===== config.mk =====
export PLATFORM = sky130hd
export DESIGN_NAME = metc_top
export DESIGN_NICKNAME = d
export VERILOG_FILES = /design/src/design/metc_progress.v /design/src/design/metc_top.v
export VERILOG_INCLUDE_DIRS = /design/src /design/src/shared
export SDC_FILE = /design/constraint.sdc
export NUM_CORES = 1
export LEC_CHECK = 0
export ABC_AREA = 1
export BUFFER_PORTS_ARGS = -buffer_cell sky130_fd_sc_hd__buf_2
export CAP_MARGIN = 0
export CORE_ASPECT_RATIO = 1.75
export CORE_MARGIN = 5
export CORE_UTILIZATION = 35
export CTS_BUF_LIST = sky130_fd_sc_hd__clkbuf_4 sky130_fd_sc_hd__clkbuf_8
export DETAILED_ROUTE_END_ITERATION = 6
export GPL_ROUTABILITY_DRIVEN = 1
export GPL_TIMING_DRIVEN = 0
export PLACE_DENSITY_LB_ADDON = 0.05
export SYNTH_ARGS = -nofsm -noshare
export SYNTH_HDL_FRONTEND = slang
export SYNTH_SLANG_ARGS = --single-unit

===== constraint.sdc =====
create_clock -name clk_in -period 2.91 [get_ports clk_in]
set_clock_uncertainty 0.05 [all_clocks]
set_input_delay 0.582 -clock clk_in [delete_from_list [all_inputs] [get_ports clk_in]]
set_output_delay 0.582 -clock clk_in [all_outputs]
set_load 0.05 [all_outputs]

===== src/shared/metc_defines.vh =====
// Constants for the mix/effects transition control block
`ifndef METC_DEFINES_VH
`define METC_DEFINES_VH
`define METC_NBTN 16
`define METC_SRC_W 5
`define METC_POS_W 10
`define METC_POS_MAX 10'h3ff
`define METC_POS_MIN 10'h000
`define METC_STEP_W 10
`define METC_MAP_NONE 5'h1e
`define METC_MAP_BLACK 5'h1f
`define METC_BTN_W 4
`define METC_BG_A_RST 4'h0
`define METC_BG_B_RST 4'h1
`define METC_SEL_RST 5'h01
`define METC_OVER_RST 2'h2
`define METC_DELEG_RST 2'h2
`define METC_LAYER_BGA 0
`define METC_LAYER_BGB 1
`define METC_LAYER_K1 2
`define METC_LAYER_K2 3
`define METC_LAYER_PRI 4
`endif


===== src/design/metc_progress.v =====
// Transition progress position tracker between two limits
`timescale 1ns/1ps
`include "metc_defines.vh"
module metc_progress (
  input wire clk_in,
  input wire rstn_in,
  input wire run_in,
  input wire cut_in,
  input wire halt_in,
  input wire [`METC_STEP_W-1:0] step_in,
  output reg [`METC_POS_W-1:0] pos_out,
  output wire at_start_out,
  output wire at_end_out,
  output wire mid_out,
  output reg done_out
);
  reg running_r;
  wire [`METC_POS_W:0] sum_w;
  assign sum_w = {1'b0, pos_out} + {1'b0, step_in};
  assign at_start_out = (pos_out == `METC_POS_MIN);
  assign at_end_out = (pos_out == `METC_POS_MAX);
  assign mid_out = !at_start_out && !at_end_out;

  // A run's completion rests one cycle on the end limit, then snaps back to the start; a cut completes at the start
  always @(posedge clk_in or negedge rstn_in) begin
    if (!rstn_in) begin
      pos_out <= `METC_POS_MIN;
      running_r <= 1'b0;
      done_out <= 1'b0;
    end else begin
      done_out <= 1'b0;
      if (halt_in) begin
        running_r <= 1'b0;
      end else if (cut_in) begin
        pos_out <= `METC_POS_MIN;
        running_r <= 1'b0;
        done_out <= 1'b1;
      end else if (running_r) begin
        if (sum_w >= {1'b0, `METC_POS_MAX}) begin
          pos_out <= `METC_POS_MAX;
          running_r <= 1'b0;
          done_out <= 1'b1;
        end else begin
          pos_out <= sum_w[`METC_POS_W-1:0];
        end
      end else if (at_end_out) begin
        // A start request in this single cycle is dropped; the panel must retry
        pos_out <= `METC_POS_MIN;
      end else if (run_in) begin
        running_r <= 1'b1;
      end
    end
  end
endmodule


===== src/design/metc_top.v =====
// Mix/effects stage transition control: layers, flip-flop, keys, fade-through-dark
`timescale 1ns/1ps
`include "metc_defines.vh"
module metc_top (
  input wire clk_in,
  input wire rstn_in,
  input wire layered_mode_in,
  input wire [4:0] sel_toggle_in,
  input wire wipe_press_in,
  input wire mix_press_in,
  input wire black_press_in,
  input wire auto_in,
  input wire cut_in,
  input wire [`METC_STEP_W-1:0] step_in,
  input wire a_sel_in,
  input wire [`METC_BTN_W-1:0] a_btn_in,
  input wire b_sel_in,
  input wire [`METC_BTN_W-1:0] b_btn_in,
  input wire [`METC_NBTN*`METC_SRC_W-1:0] button_mapping_menu_in,
  input wire cpu_fail_in,
  input wire reentry_in,
  output reg [4:0] sel_lamp_out,
  output reg [3:0] on_lamp_out,
  output reg [1:0] over_lamp_out,
  output reg layered_lamp_out,
  output reg layered_force_std_out,
  output reg wipe_out,
  output reg mix_out,
  output reg black_lamp_out,
  output reg black_enable_out,
  output reg a_black_lamp_out,
  output reg [`METC_BTN_W-1:0] a_btn_out,
  output reg [`METC_BTN_W-1:0] b_btn_out,
  output reg [1:0] keyer_deleg_out,
  output reg key_bus_deleg_out,
  output reg out_black_out,
  output wire [`METC_POS_W-1:0] pos_out,
  output wire at_start_out,
  output wire at_end_out,
  output wire mid_out
);
  // ------------------------------------------------------------
  // Helpers
  // ------------------------------------------------------------
  // Leftmost button mapped to black; found flag in the top bit
  function [`METC_BTN_W:0] find_black;
    input [`METC_NBTN*`METC_SRC_W-1:0] map;
    integer i;
    reg [`METC_BTN_W:0] res;
    begin
      res = {(`METC_BTN_W+1){1'b0}};
      for (i = `METC_NBTN-1; i >= 0; i = i - 1) begin
        if (map[i*`METC_SRC_W +: `METC_SRC_W] == `METC_MAP_BLACK) begin
          res = {1'b1, i[`METC_BTN_W-1:0]};
        end
      end
      find_black = res;
    end
  endfunction

  // Standard mode has no second background layer, so its selector is inert
  function [4:0] sel_mask;
    input layered;
    begin
      sel_mask = layered ? 5'h1f : 5'h1d;
    end
  endfunction

  // ------------------------------------------------------------
  // State
  // ------------------------------------------------------------
  localparam [2:0] ST_IDLE = 3'b001;
  localparam [2:0] ST_TO_BLK = 3'b010;
  localparam [2:0] ST_AT_BLK = 3'b100;

  reg [2:0] ftb_r;
  reg [2:0] ftb_nxt;
  reg [3:0] key_on_r;
  reg halt_r;
  wire [`METC_BTN_W:0] blk_w;
  wire [4:0] eff_sel_w;
  wire [4:0] tog_w;
  wire done_w;
  wire run_w;
  wire a_abort_w;

  assign blk_w = find_black(button_mapping_menu_in);
  // A bgB lamp left lit from layered mode must not drive a standard transition
  assign eff_sel_w = sel_lamp_out & sel_mask(layered_mode_in);
  assign tog_w = sel_toggle_in & sel_mask(layered_mode_in);
  assign run_w = auto_in;
  assign a_abort_w = a_sel_in && (ftb_r == ST_AT_BLK);

  metc_progress u_prog (
    .clk_in(clk_in),
    .rstn_in(rstn_in),
    .run_in(run_w),
    .cut_in(cut_in),
    .halt_in(halt_r),
    .step_in(step_in),
    .pos_out(pos_out),
    .at_start_out(at_start_out),
    .at_end_out(at_end_out),
    .mid_out(mid_out),
    .done_out(done_w)
  );

  // ------------------------------------------------------------
  // Fade-through-dark sequencer
  // ------------------------------------------------------------
  always @* begin
    ftb_nxt = ftb_r;
    case (ftb_r)
      ST_IDLE: begin
        ftb_nxt = ST_IDLE;
      end
      ST_TO_BLK: begin
        if (done_w) begin
          ftb_nxt = ST_AT_BLK;
        end
      end
      ST_AT_BLK: begin
        if (done_w) begin
          ftb_nxt = ST_IDLE;
        end
      end
      default: begin
        ftb_nxt = ST_IDLE;
      end
    endcase
    // Disarm or abort wins over sequence progress
    if (!black_lamp_out || a_abort_w || !blk_w[`METC_BTN_W]) begin
      ftb_nxt = ST_IDLE;
    end else if (ftb_r == ST_IDLE) begin
      ftb_nxt = ST_TO_BLK;
    end
  end

  // ------------------------------------------------------------
  // Panel and layer state
  // ------------------------------------------------------------
  always @(posedge clk_in or negedge rstn_in) begin
    if (!rstn_in) begin
      ftb_r <= ST_IDLE;
      key_on_r <= 4'h0;
      halt_r <= 1'b0;
      sel_lamp_out <= `METC_SEL_RST;
      on_lamp_out <= 4'h0;
      over_lamp_out <= `METC_OVER_RST;
      layered_lamp_out <= 1'b0;
      layered_force_std_out <= 1'b0;
      wipe_out <= 1'b0;
      mix_out <= 1'b1;
      black_lamp_out <= 1'b0;
      black_enable_out <= 1'b0;
      a_black_lamp_out <= 1'b0;
      a_btn_out <= `METC_BG_A_RST;
      b_btn_out <= `METC_BG_B_RST;
      keyer_deleg_out <= `METC_DELEG_RST;
      key_bus_deleg_out <= 1'b0;
      out_black_out <= 1'b0;
    end else begin
      ftb_r <= ftb_nxt;
      halt_r <= 1'b0;
      layered_force_std_out <= 1'b0;

      // ------------------------------------------------------------
      // Selectors and keyer delegation
      // ------------------------------------------------------------
      // Any combination of selectors may be toggled in one cycle; bgB toggles only in layered mode
      sel_lamp_out <= sel_lamp_out ^ tog_w;
      if (sel_toggle_in[`METC_LAYER_K1] && !sel_lamp_out[`METC_LAYER_K1]) begin
        keyer_deleg_out <= 2'd2;
        key_bus_deleg_out <= 1'b0;
      end
      if (sel_toggle_in[`METC_LAYER_K2] && !sel_lamp_out[`METC_LAYER_K2]) begin
        keyer_deleg_out <= 2'd3;
        key_bus_deleg_out <= 1'b1;
      end
      // Background layers route only the keyer controls, never the key bus
      if (layered_mode_in && sel_toggle_in[`METC_LAYER_BGA]) begin
        keyer_deleg_out <= 2'd0;
      end
      if (layered_mode_in && sel_toggle_in[`METC_LAYER_BGB]) begin
        keyer_deleg_out <= 2'd1;
      end

      // ------------------------------------------------------------
      // Transition type and fade-through-dark arming
      // ------------------------------------------------------------
      if (wipe_press_in) begin
        wipe_out <= 1'b1;
        mix_out <= 1'b0;
      end else if (mix_press_in) begin
        mix_out <= 1'b1;
        wipe_out <= 1'b0;
      end
      // Losing the black mapping also disarms, as nothing is left to fade to
      black_enable_out <= blk_w[`METC_BTN_W];
      if (black_press_in && blk_w[`METC_BTN_W]) begin
        black_lamp_out <= !black_lamp_out;
        if (black_lamp_out && ftb_r == ST_AT_BLK && at_start_out) begin
          out_black_out <= 1'b0;
        end else if (black_lamp_out && mid_out) begin
          halt_r <= 1'b1;
        end
      end else if (!blk_w[`METC_BTN_W]) begin
        black_lamp_out <= 1'b0;
      end
      layered_lamp_out <= layered_mode_in;
      // Background layers start on air; a layered transition takes them off
      if (layered_mode_in) begin
        on_lamp_out <= {key_on_r[3:2], ~key_on_r[1:0]};
      end else begin
        on_lamp_out <= {key_on_r[3:2], 2'h0};
      end
      if (b_sel_in) begin
        b_btn_out <= b_btn_in;
      end

      // ------------------------------------------------------------
      // Crosspoints, abort and fallback
      // ------------------------------------------------------------
      // At black limit the first bus shows the black crosspoint
      a_black_lamp_out <= (ftb_r == ST_AT_BLK);
      if (a_abort_w) begin
        black_lamp_out <= 1'b0;
        // Keys drop so the picked source goes out as a full raster
        key_on_r <= 4'h0;
        a_btn_out <= a_btn_in;
        out_black_out <= 1'b0;
        layered_force_std_out <= layered_mode_in;
      end else if (a_sel_in) begin
        a_btn_out <= a_btn_in;
      end else if (cpu_fail_in && reentry_in) begin
        // Falls back to button zero, the leftmost, when no black mapping exists
        a_btn_out <= blk_w[`METC_BTN_W-1:0];
        b_btn_out <= blk_w[`METC_BTN_W-1:0];
      end

      // ------------------------------------------------------------
      // Transition completion
      // ------------------------------------------------------------
      if (done_w && !a_abort_w) begin
        if (ftb_r == ST_TO_BLK) begin
          // The output goes dark and bus A takes the black crosspoint here; keys wait for stage two and bus B is left unchanged
          out_black_out <= 1'b1;
          a_btn_out <= blk_w[`METC_BTN_W-1:0];
        end else begin
          out_black_out <= 1'b0;
          if (ftb_r == ST_AT_BLK) begin
            black_lamp_out <= 1'b0;
          end
          if (!layered_mode_in && eff_sel_w[`METC_LAYER_BGA] && ftb_r != ST_AT_BLK) begin
            a_btn_out <= b_btn_out;
            b_btn_out <= a_btn_out;
          end else if (!layered_mode_in && ftb_r == ST_AT_BLK) begin
            a_btn_out <= b_btn_out;
          end
          if (eff_sel_w[`METC_LAYER_K1]) begin
            key_on_r[2] <= !key_on_r[2];
          end
          if (eff_sel_w[`METC_LAYER_K2]) begin
            key_on_r[3] <= !key_on_r[3];
          end
          if (layered_mode_in && eff_sel_w[`METC_LAYER_BGA]) begin
            key_on_r[0] <= !key_on_r[0];
          end
          if (layered_mode_in && eff_sel_w[`METC_LAYER_BGB]) begin
            key_on_r[1] <= !key_on_r[1];
          end
          if (eff_sel_w[`METC_LAYER_PRI]) begin
            over_lamp_out <= ~over_lamp_out;
          end
        end
      end
    end
  end
endmodule


==> results of run 1 <==
synth_stat cells (all sizes together), types with 7 or more instances:
master / number / area share
nand3b: 11 / 0.027
nor3: 7 / 0.017
ha: 12 / 0.049
a21oi: 24 / 0.043
dfrtp: 44 / 0.36
inv: 48 / 0.058
nand2: 104 / 0.13
xor2: 9 / 0.026
o21ai: 20 / 0.032
nand3: 35 / 0.058
nor2: 36 / 0.051
layer usage:
layer  wire [um]  up-vias
li1            -     1652
met1        3270     1491
met2        5190       99
met3         549       13
met4         196        0
met5           0        -
worst register-to-register path, delay by kind of cell (launching register included):
kind / cells / cell delay, ns
and+or+nand+nor: 11 / 1.17
adders and majority gates: 2 / 0.65
DFF: 1 / 0.45
AOI/OAI and AO/OA: 2 / 0.25
placed cells by master (no fill, tap or decap), drive strengths merged, types with 2 or more instances in the layout:
master and n:
ha 12, a22o 2, nor3 7, nand3b 11
o21ai 20, nand4 5, clkbuf 7, xor2 9
or2 2, a41oi 2, nor2 36, and3 6
dfrtp 44, xnor2 2, nand3 35, buf 157
nand2 104, o21bai 3, nor4 3, inv 49
a21oi 24, dfstp 6, o211ai 3
flip-flops by register name (all words and copies together) (netlist names), 2 cells and up:
name and count:
a_btn_out 4, b_btn_out 4, ftb_r 3, key_on_r 4, keyer_deleg_out 2, on_lamp_out 4, over_lamp_out 2, sel_lamp_out 5
u_prog.pos_out 10
logic make-up after synthesis:
family,count (synthesis),synth area share
buf+inv,49,0.0595
mux,1,0.00364
fa+ha+maj,13,0.0551
xor+xnor,11,0.0312
simple gates,209,0.319
flops,50,0.407
compound gates,63,0.125
stage by stage:
step | instance area (um2) | std cells
after floorplan | 3100 | 396
after global placement | 4040 | 670
after detailed placement | 4040 | 670
after CTS | 4140 | 678
after global routing | 4140 | 678
final | 4140 | 678
power breakdown:
part	leakage, nW	switching, mW	total, mW	internal (mW)
combinational	1.66	1.27	1.78	0.509
sequential	0.613	0.176	1.09	0.916
clock	0.0478	0.246	0.442	0.196
total	2.32	1.69	3.31	1.62
path summary, 6_finish.rpt:
check                                                 to  slack (ns)  depth (start not counted)
max reg2reg                    u_prog.done_out$_DFF_PN0_        0.28                         15
max in group asynchronous  key_bus_deleg_out$_DFFE_PN0P_        1.67                          1
min reg2reg                     on_lamp_out[3]$_DFF_PN0_        0.37                          0
min in group asynchronous     u_prog.running_r$_DFF_PN0_        0.43                          1
min                                  mix_out$_DFFE_PN1P_        0.33                          2
max                            u_prog.done_out$_DFF_PN0_        0.28                         15
area by class of cell:
| type | count | area, um2 | share of cell area |
|---|---|---|---|
| buffer | 1 | 3.75 | 0.000908 |
| inverter | 48 | 180 | 0.0436 |
| clock buffer | 6 | 82.6 | 0.0200 |
| sequential | 50 | 1260 | 0.304 |
| timing repair buffer | 157 | 786 | 0.190 |
| tap | 117 | 146 | 0.0354 |
| multi-input combinational | 297 | 1660 | 0.402 |
| clock inverter | 2 | 16.3 | 0.00393 |
==> reports/results.ini, run 1 <==
[synth]
async_flop_share = 1.00
synth-main-ff-cell = dfrtp_1
ys_seq_area_frac = 0.407
syn_nets = 524
synth_cells = 396
synth_warnings = 0
synth_edf_count = 0
synth_area_um2 = 3090
ys_seq_elements = 50
synth_cell_type_count = 44
synth.avg_cell_area_um2 = 7.80

[floorplanning]
die_y_um = 134
dieArea_um2 = 10900
fp.dieW_um = 81.0
coreArea_um2 = 8670
pin_count = 158
core.rowCount = 45
initial_core_util = 0.356

[clock_tree]
tritoncts = done
worstSkewPairLatency_ns = 0.31
path_clk_slew_ns = 0.10
cts_setup_buffers = 0
cts_root_buf = clkbuf_8
postCtsHoldBufs = 0
cts_resized = 0
clk_path_buf_depth = 2
cts_buffers = 5
cts_sinks = 50
cts_max_level = 2

[worst_setup_path]
path_delay_family = simple AND/OR/NAND/NOR gates
crit_start = u_prog.pos_out[0]$_DFFE_PN0P_
cp-start-kind = flip-flop
worst-path-buf-inv = 0
r2r_start = u_prog.pos_out[0]$_DFFE_PN0P_
slowest_stage = dfrtp_1
end_kind = flip-flop
critical_path_class = reg2reg
path_cells = ha_1, fa_1, nand3_1, nand2_1, nand4_1, nand2_2, a21oi_2, nor2_2, nor2_8, nand3_1, nor2_2, nand3_2, nand2_4, nand2_2, a21oi_2
required_ns = 3.11
crit_path_max_fanout = 7
slowest_delay_ns = 0.45
cp.arrival_ns = 2.83

[placed_design]
portBuffers = 157
place_hpwl_mm = 7.75
gp_congestion = 0.853
place_ws_ns = 0.00492

[global_route]
use_met1 = 0.169
grt_pass1_vias = 3366
grt_usage = 0.171
gr-usage-met3 = 0.0255
grt_busiest_layer = met2
antenna_found_initial = 0
grt_pass1_wl_mm = 14.8
grt_max_degree = 51
overflow = 0
use_met2 = 0.344

[route]
viasPerCell = 4.80
drt-total-wl_mm = 9.21
first_pass_iters = 4
avgRoutedWirePerCell_um = 13.6
ant_nets = 0
drc_errors = 0
vias = 3255
first_iter_violations = 110

[layout]
drive_gt1_frac = 0.344
fin_util = 0.477
area_growth_pct = 33.8
final_net_count = 688
fillers = 945
diodes = 0

[run]
drv_cap = 0

[timing]
report.final.slew_viol_count = 0
setup_viol = 0
relSlewSlack = 0.234
min_period_ns = 2.63
finalSetupTns_ns = 0
finalCritPeriodShare = 0.905
tightestPinTransition_ns = 1.15
max_freq_ghz = 0.380
grt_setup_unrepaired = false
hold_ws_ns = 0.330
fin_ws_ns = 0.277
finalHoldViolCount = 0

[min_path]
hp-class = in2reg
hp-start = wipe_press_in

[outcome]
outcome = finished clean

[power]
power_density_nw_per_um2 = 801
ir_worst_vdd_mv = 0.545
fin_total_pwr_mw = 3.31
leakage_nw = 2.32

Power figures use the tool's default switching activity.
==> inputs of run 2 (changes only) <==
PLACE_DENSITY_LB_ADDON = default   (was 0.05)
==> reports/results.ini, run 2 (synthesis gave the netlist of run 1 again) <==
[clock_tree]
cts_max_level = 2
path_clk_slew_ns = 0.09
cts_sinks = 50
cts_setup_buffers = 0
clk_path_buf_depth = 2
cts_buffers = 5
worstSkewPairLatency_ns = 0.31
postCtsHoldBufs = 0
cts_root_buf = clkbuf_8
tritoncts = done
cts_resized = 0

[outcome]
outcome = finished clean

[worst_setup_path]
critical_path_class = reg2reg
reg2reg_to = u_prog.done_out$_DFF_PN0_
path_cells = ha_1, fa_1, nand3_1, nand2_1, nand4_1, nand2_2, a21oi_2, nor2_2, nor2_8, nand3_1, nor2_2, nand3_2, nand2_4, nand2_2, a21oi_2
crit_path_max_fanout = 7
slowest_delay_ns = 0.44
r2r_setup_slack_ns = 0.31
end_kind = flip-flop
path_delay_family = simple AND/OR/NAND/NOR gates
reg2reg_depth = 15
cp-start-kind = flip-flop
slowest_stage = dfrtp_1
worst-path-buf-inv = 0
required_ns = 3.10
r2r_start = u_prog.pos_out[0]$_DFFE_PN0P_
cp.arrival_ns = 2.79

[power]
ir_worst_vdd_mv = 0.508
leakage_nw = 2.33
power_density_nw_per_um2 = 817

[route]
avgRoutedWirePerCell_um = 14.6
drt-total-wl_mm = 9.90
vias = 3304
first_pass_iters = 4
ant_nets = 0
viasPerCell = 4.87
first_iter_violations = 111
drc_errors = 0

[run]
drv_cap = 0

[placed_design]
place_hpwl_mm = 8.41
gp_congestion = 0.909
portBuffers = 157
place_area_um2 = 4040
placed_cells = 670

[layout]
final_area_um2 = 4150
top_regs = u_prog.pos_out (10), sel_lamp_out (5)
diodes = 0
fin_cells = 678
area_growth_pct = 34.3
largest_reg_flops = 10
final_common_cell = buf_2
top_register = u_prog.pos_out
multiInputGateArea_um2 = 1660
fillers = 946
final_net_count = 688
layout_common_cells = 157 x buf_2, 100 x nand2_1, 44 x dfrtp_1
regArea_um2 = 1260
drive_gt1_frac = 0.344

[timing]
min_period_ns = 2.60
grt_setup_unrepaired = false
tightestPinTransition_ns = 1.09
setup_viol = 0
max_freq_ghz = 0.385
finalCritPeriodShare = 0.892
relSlewSlack = 0.271
finalSetupTns_ns = 0
hold_ws_ns = 0.337
report.final.slew_viol_count = 0
finalHoldViolCount = 0

[min_path]
hp-start = wipe_press_in
min_delay_worst_endpoint = mix_out$_DFFE_PN1P_
hp-class = in2reg
hold_depth = 2

[global_route]
grt_pass1_vias = 3434
overflow = 0
grt_usage = 0.181
grt_max_degree = 51
grt_pass1_wl_mm = 15.4
antenna_found_initial = 0

[floorplanning]
dieArea_um2 = 10900
initial_core_util = 0.356
fp.dieW_um = 81.0
die_y_um = 134
core.rowCount = 45
pin_count = 158
coreArea_um2 = 8670

[run 2: per-layer routing]
layer  track usage  routed length (um)
met1         0.160                3140
met2         0.370                5530
met3        0.0397                1010
met4        0.0724                 226
met5             0                   0
[run 2: worst register-to-register path, delay by kind of cell (launching register included)]
family          cells  cell delay [ns]
compound gates      2             0.24
fa+ha+maj           2             0.65
simple gates       11             1.16
flops               1             0.44
[run 2: area by class of cell]
class                   instances  area share
flip-flops and latches         50       0.303
inverters                      48      0.0434
plain buffers                   1    0.000904
clock buffers                   6      0.0184
repair buffers                157       0.189
well taps                     117      0.0353
multi-input cells             297       0.400
clock inverters                 2     0.00934
[run 2: worst max-delay path by stage]
| stage | start | to | slack (ns) | depth (start not counted) |
|---|---|---|---|---|
| floorplan | u_prog.pos_out[1]$_DFFE_PN0P_ | mid_out | 0.11 | 4 |
| global placement | step_in[0] | u_prog.done_out$_DFF_PN0_ | 0.06 | 16 |
| detailed placement | step_in[0] | u_prog.done_out$_DFF_PN0_ | 0.04 | 16 |
| CTS | u_prog.pos_out[0]$_DFFE_PN0P_ | u_prog.done_out$_DFF_PN0_ | 0.26 | 15 |
| global route | u_prog.pos_out[0]$_DFFE_PN0P_ | u_prog.done_out$_DFF_PN0_ | 0.10 | 15 |
| finish | u_prog.pos_out[0]$_DFFE_PN0P_ | u_prog.done_out$_DFF_PN0_ | 0.31 | 15 |
[run 2: metrics by stage]
step	power [mW]	setup slack, ns	utilization
2_1_floorplan	2.42	0.113	-
3_3_place_gp	2.89	0.0642	0.466
3_5_place_dp	2.92	0.0375	0.466
4_1_cts	3.43	0.263	0.479
5_1_grt	3.62	0.104	0.479
6_report	3.39	0.314	0.479
[run 2: power by group]
part           switching [mW]  internal [mW]
combinational            1.28          0.509
sequential              0.184          0.917
clock                   0.237          0.268
total                    1.70           1.69
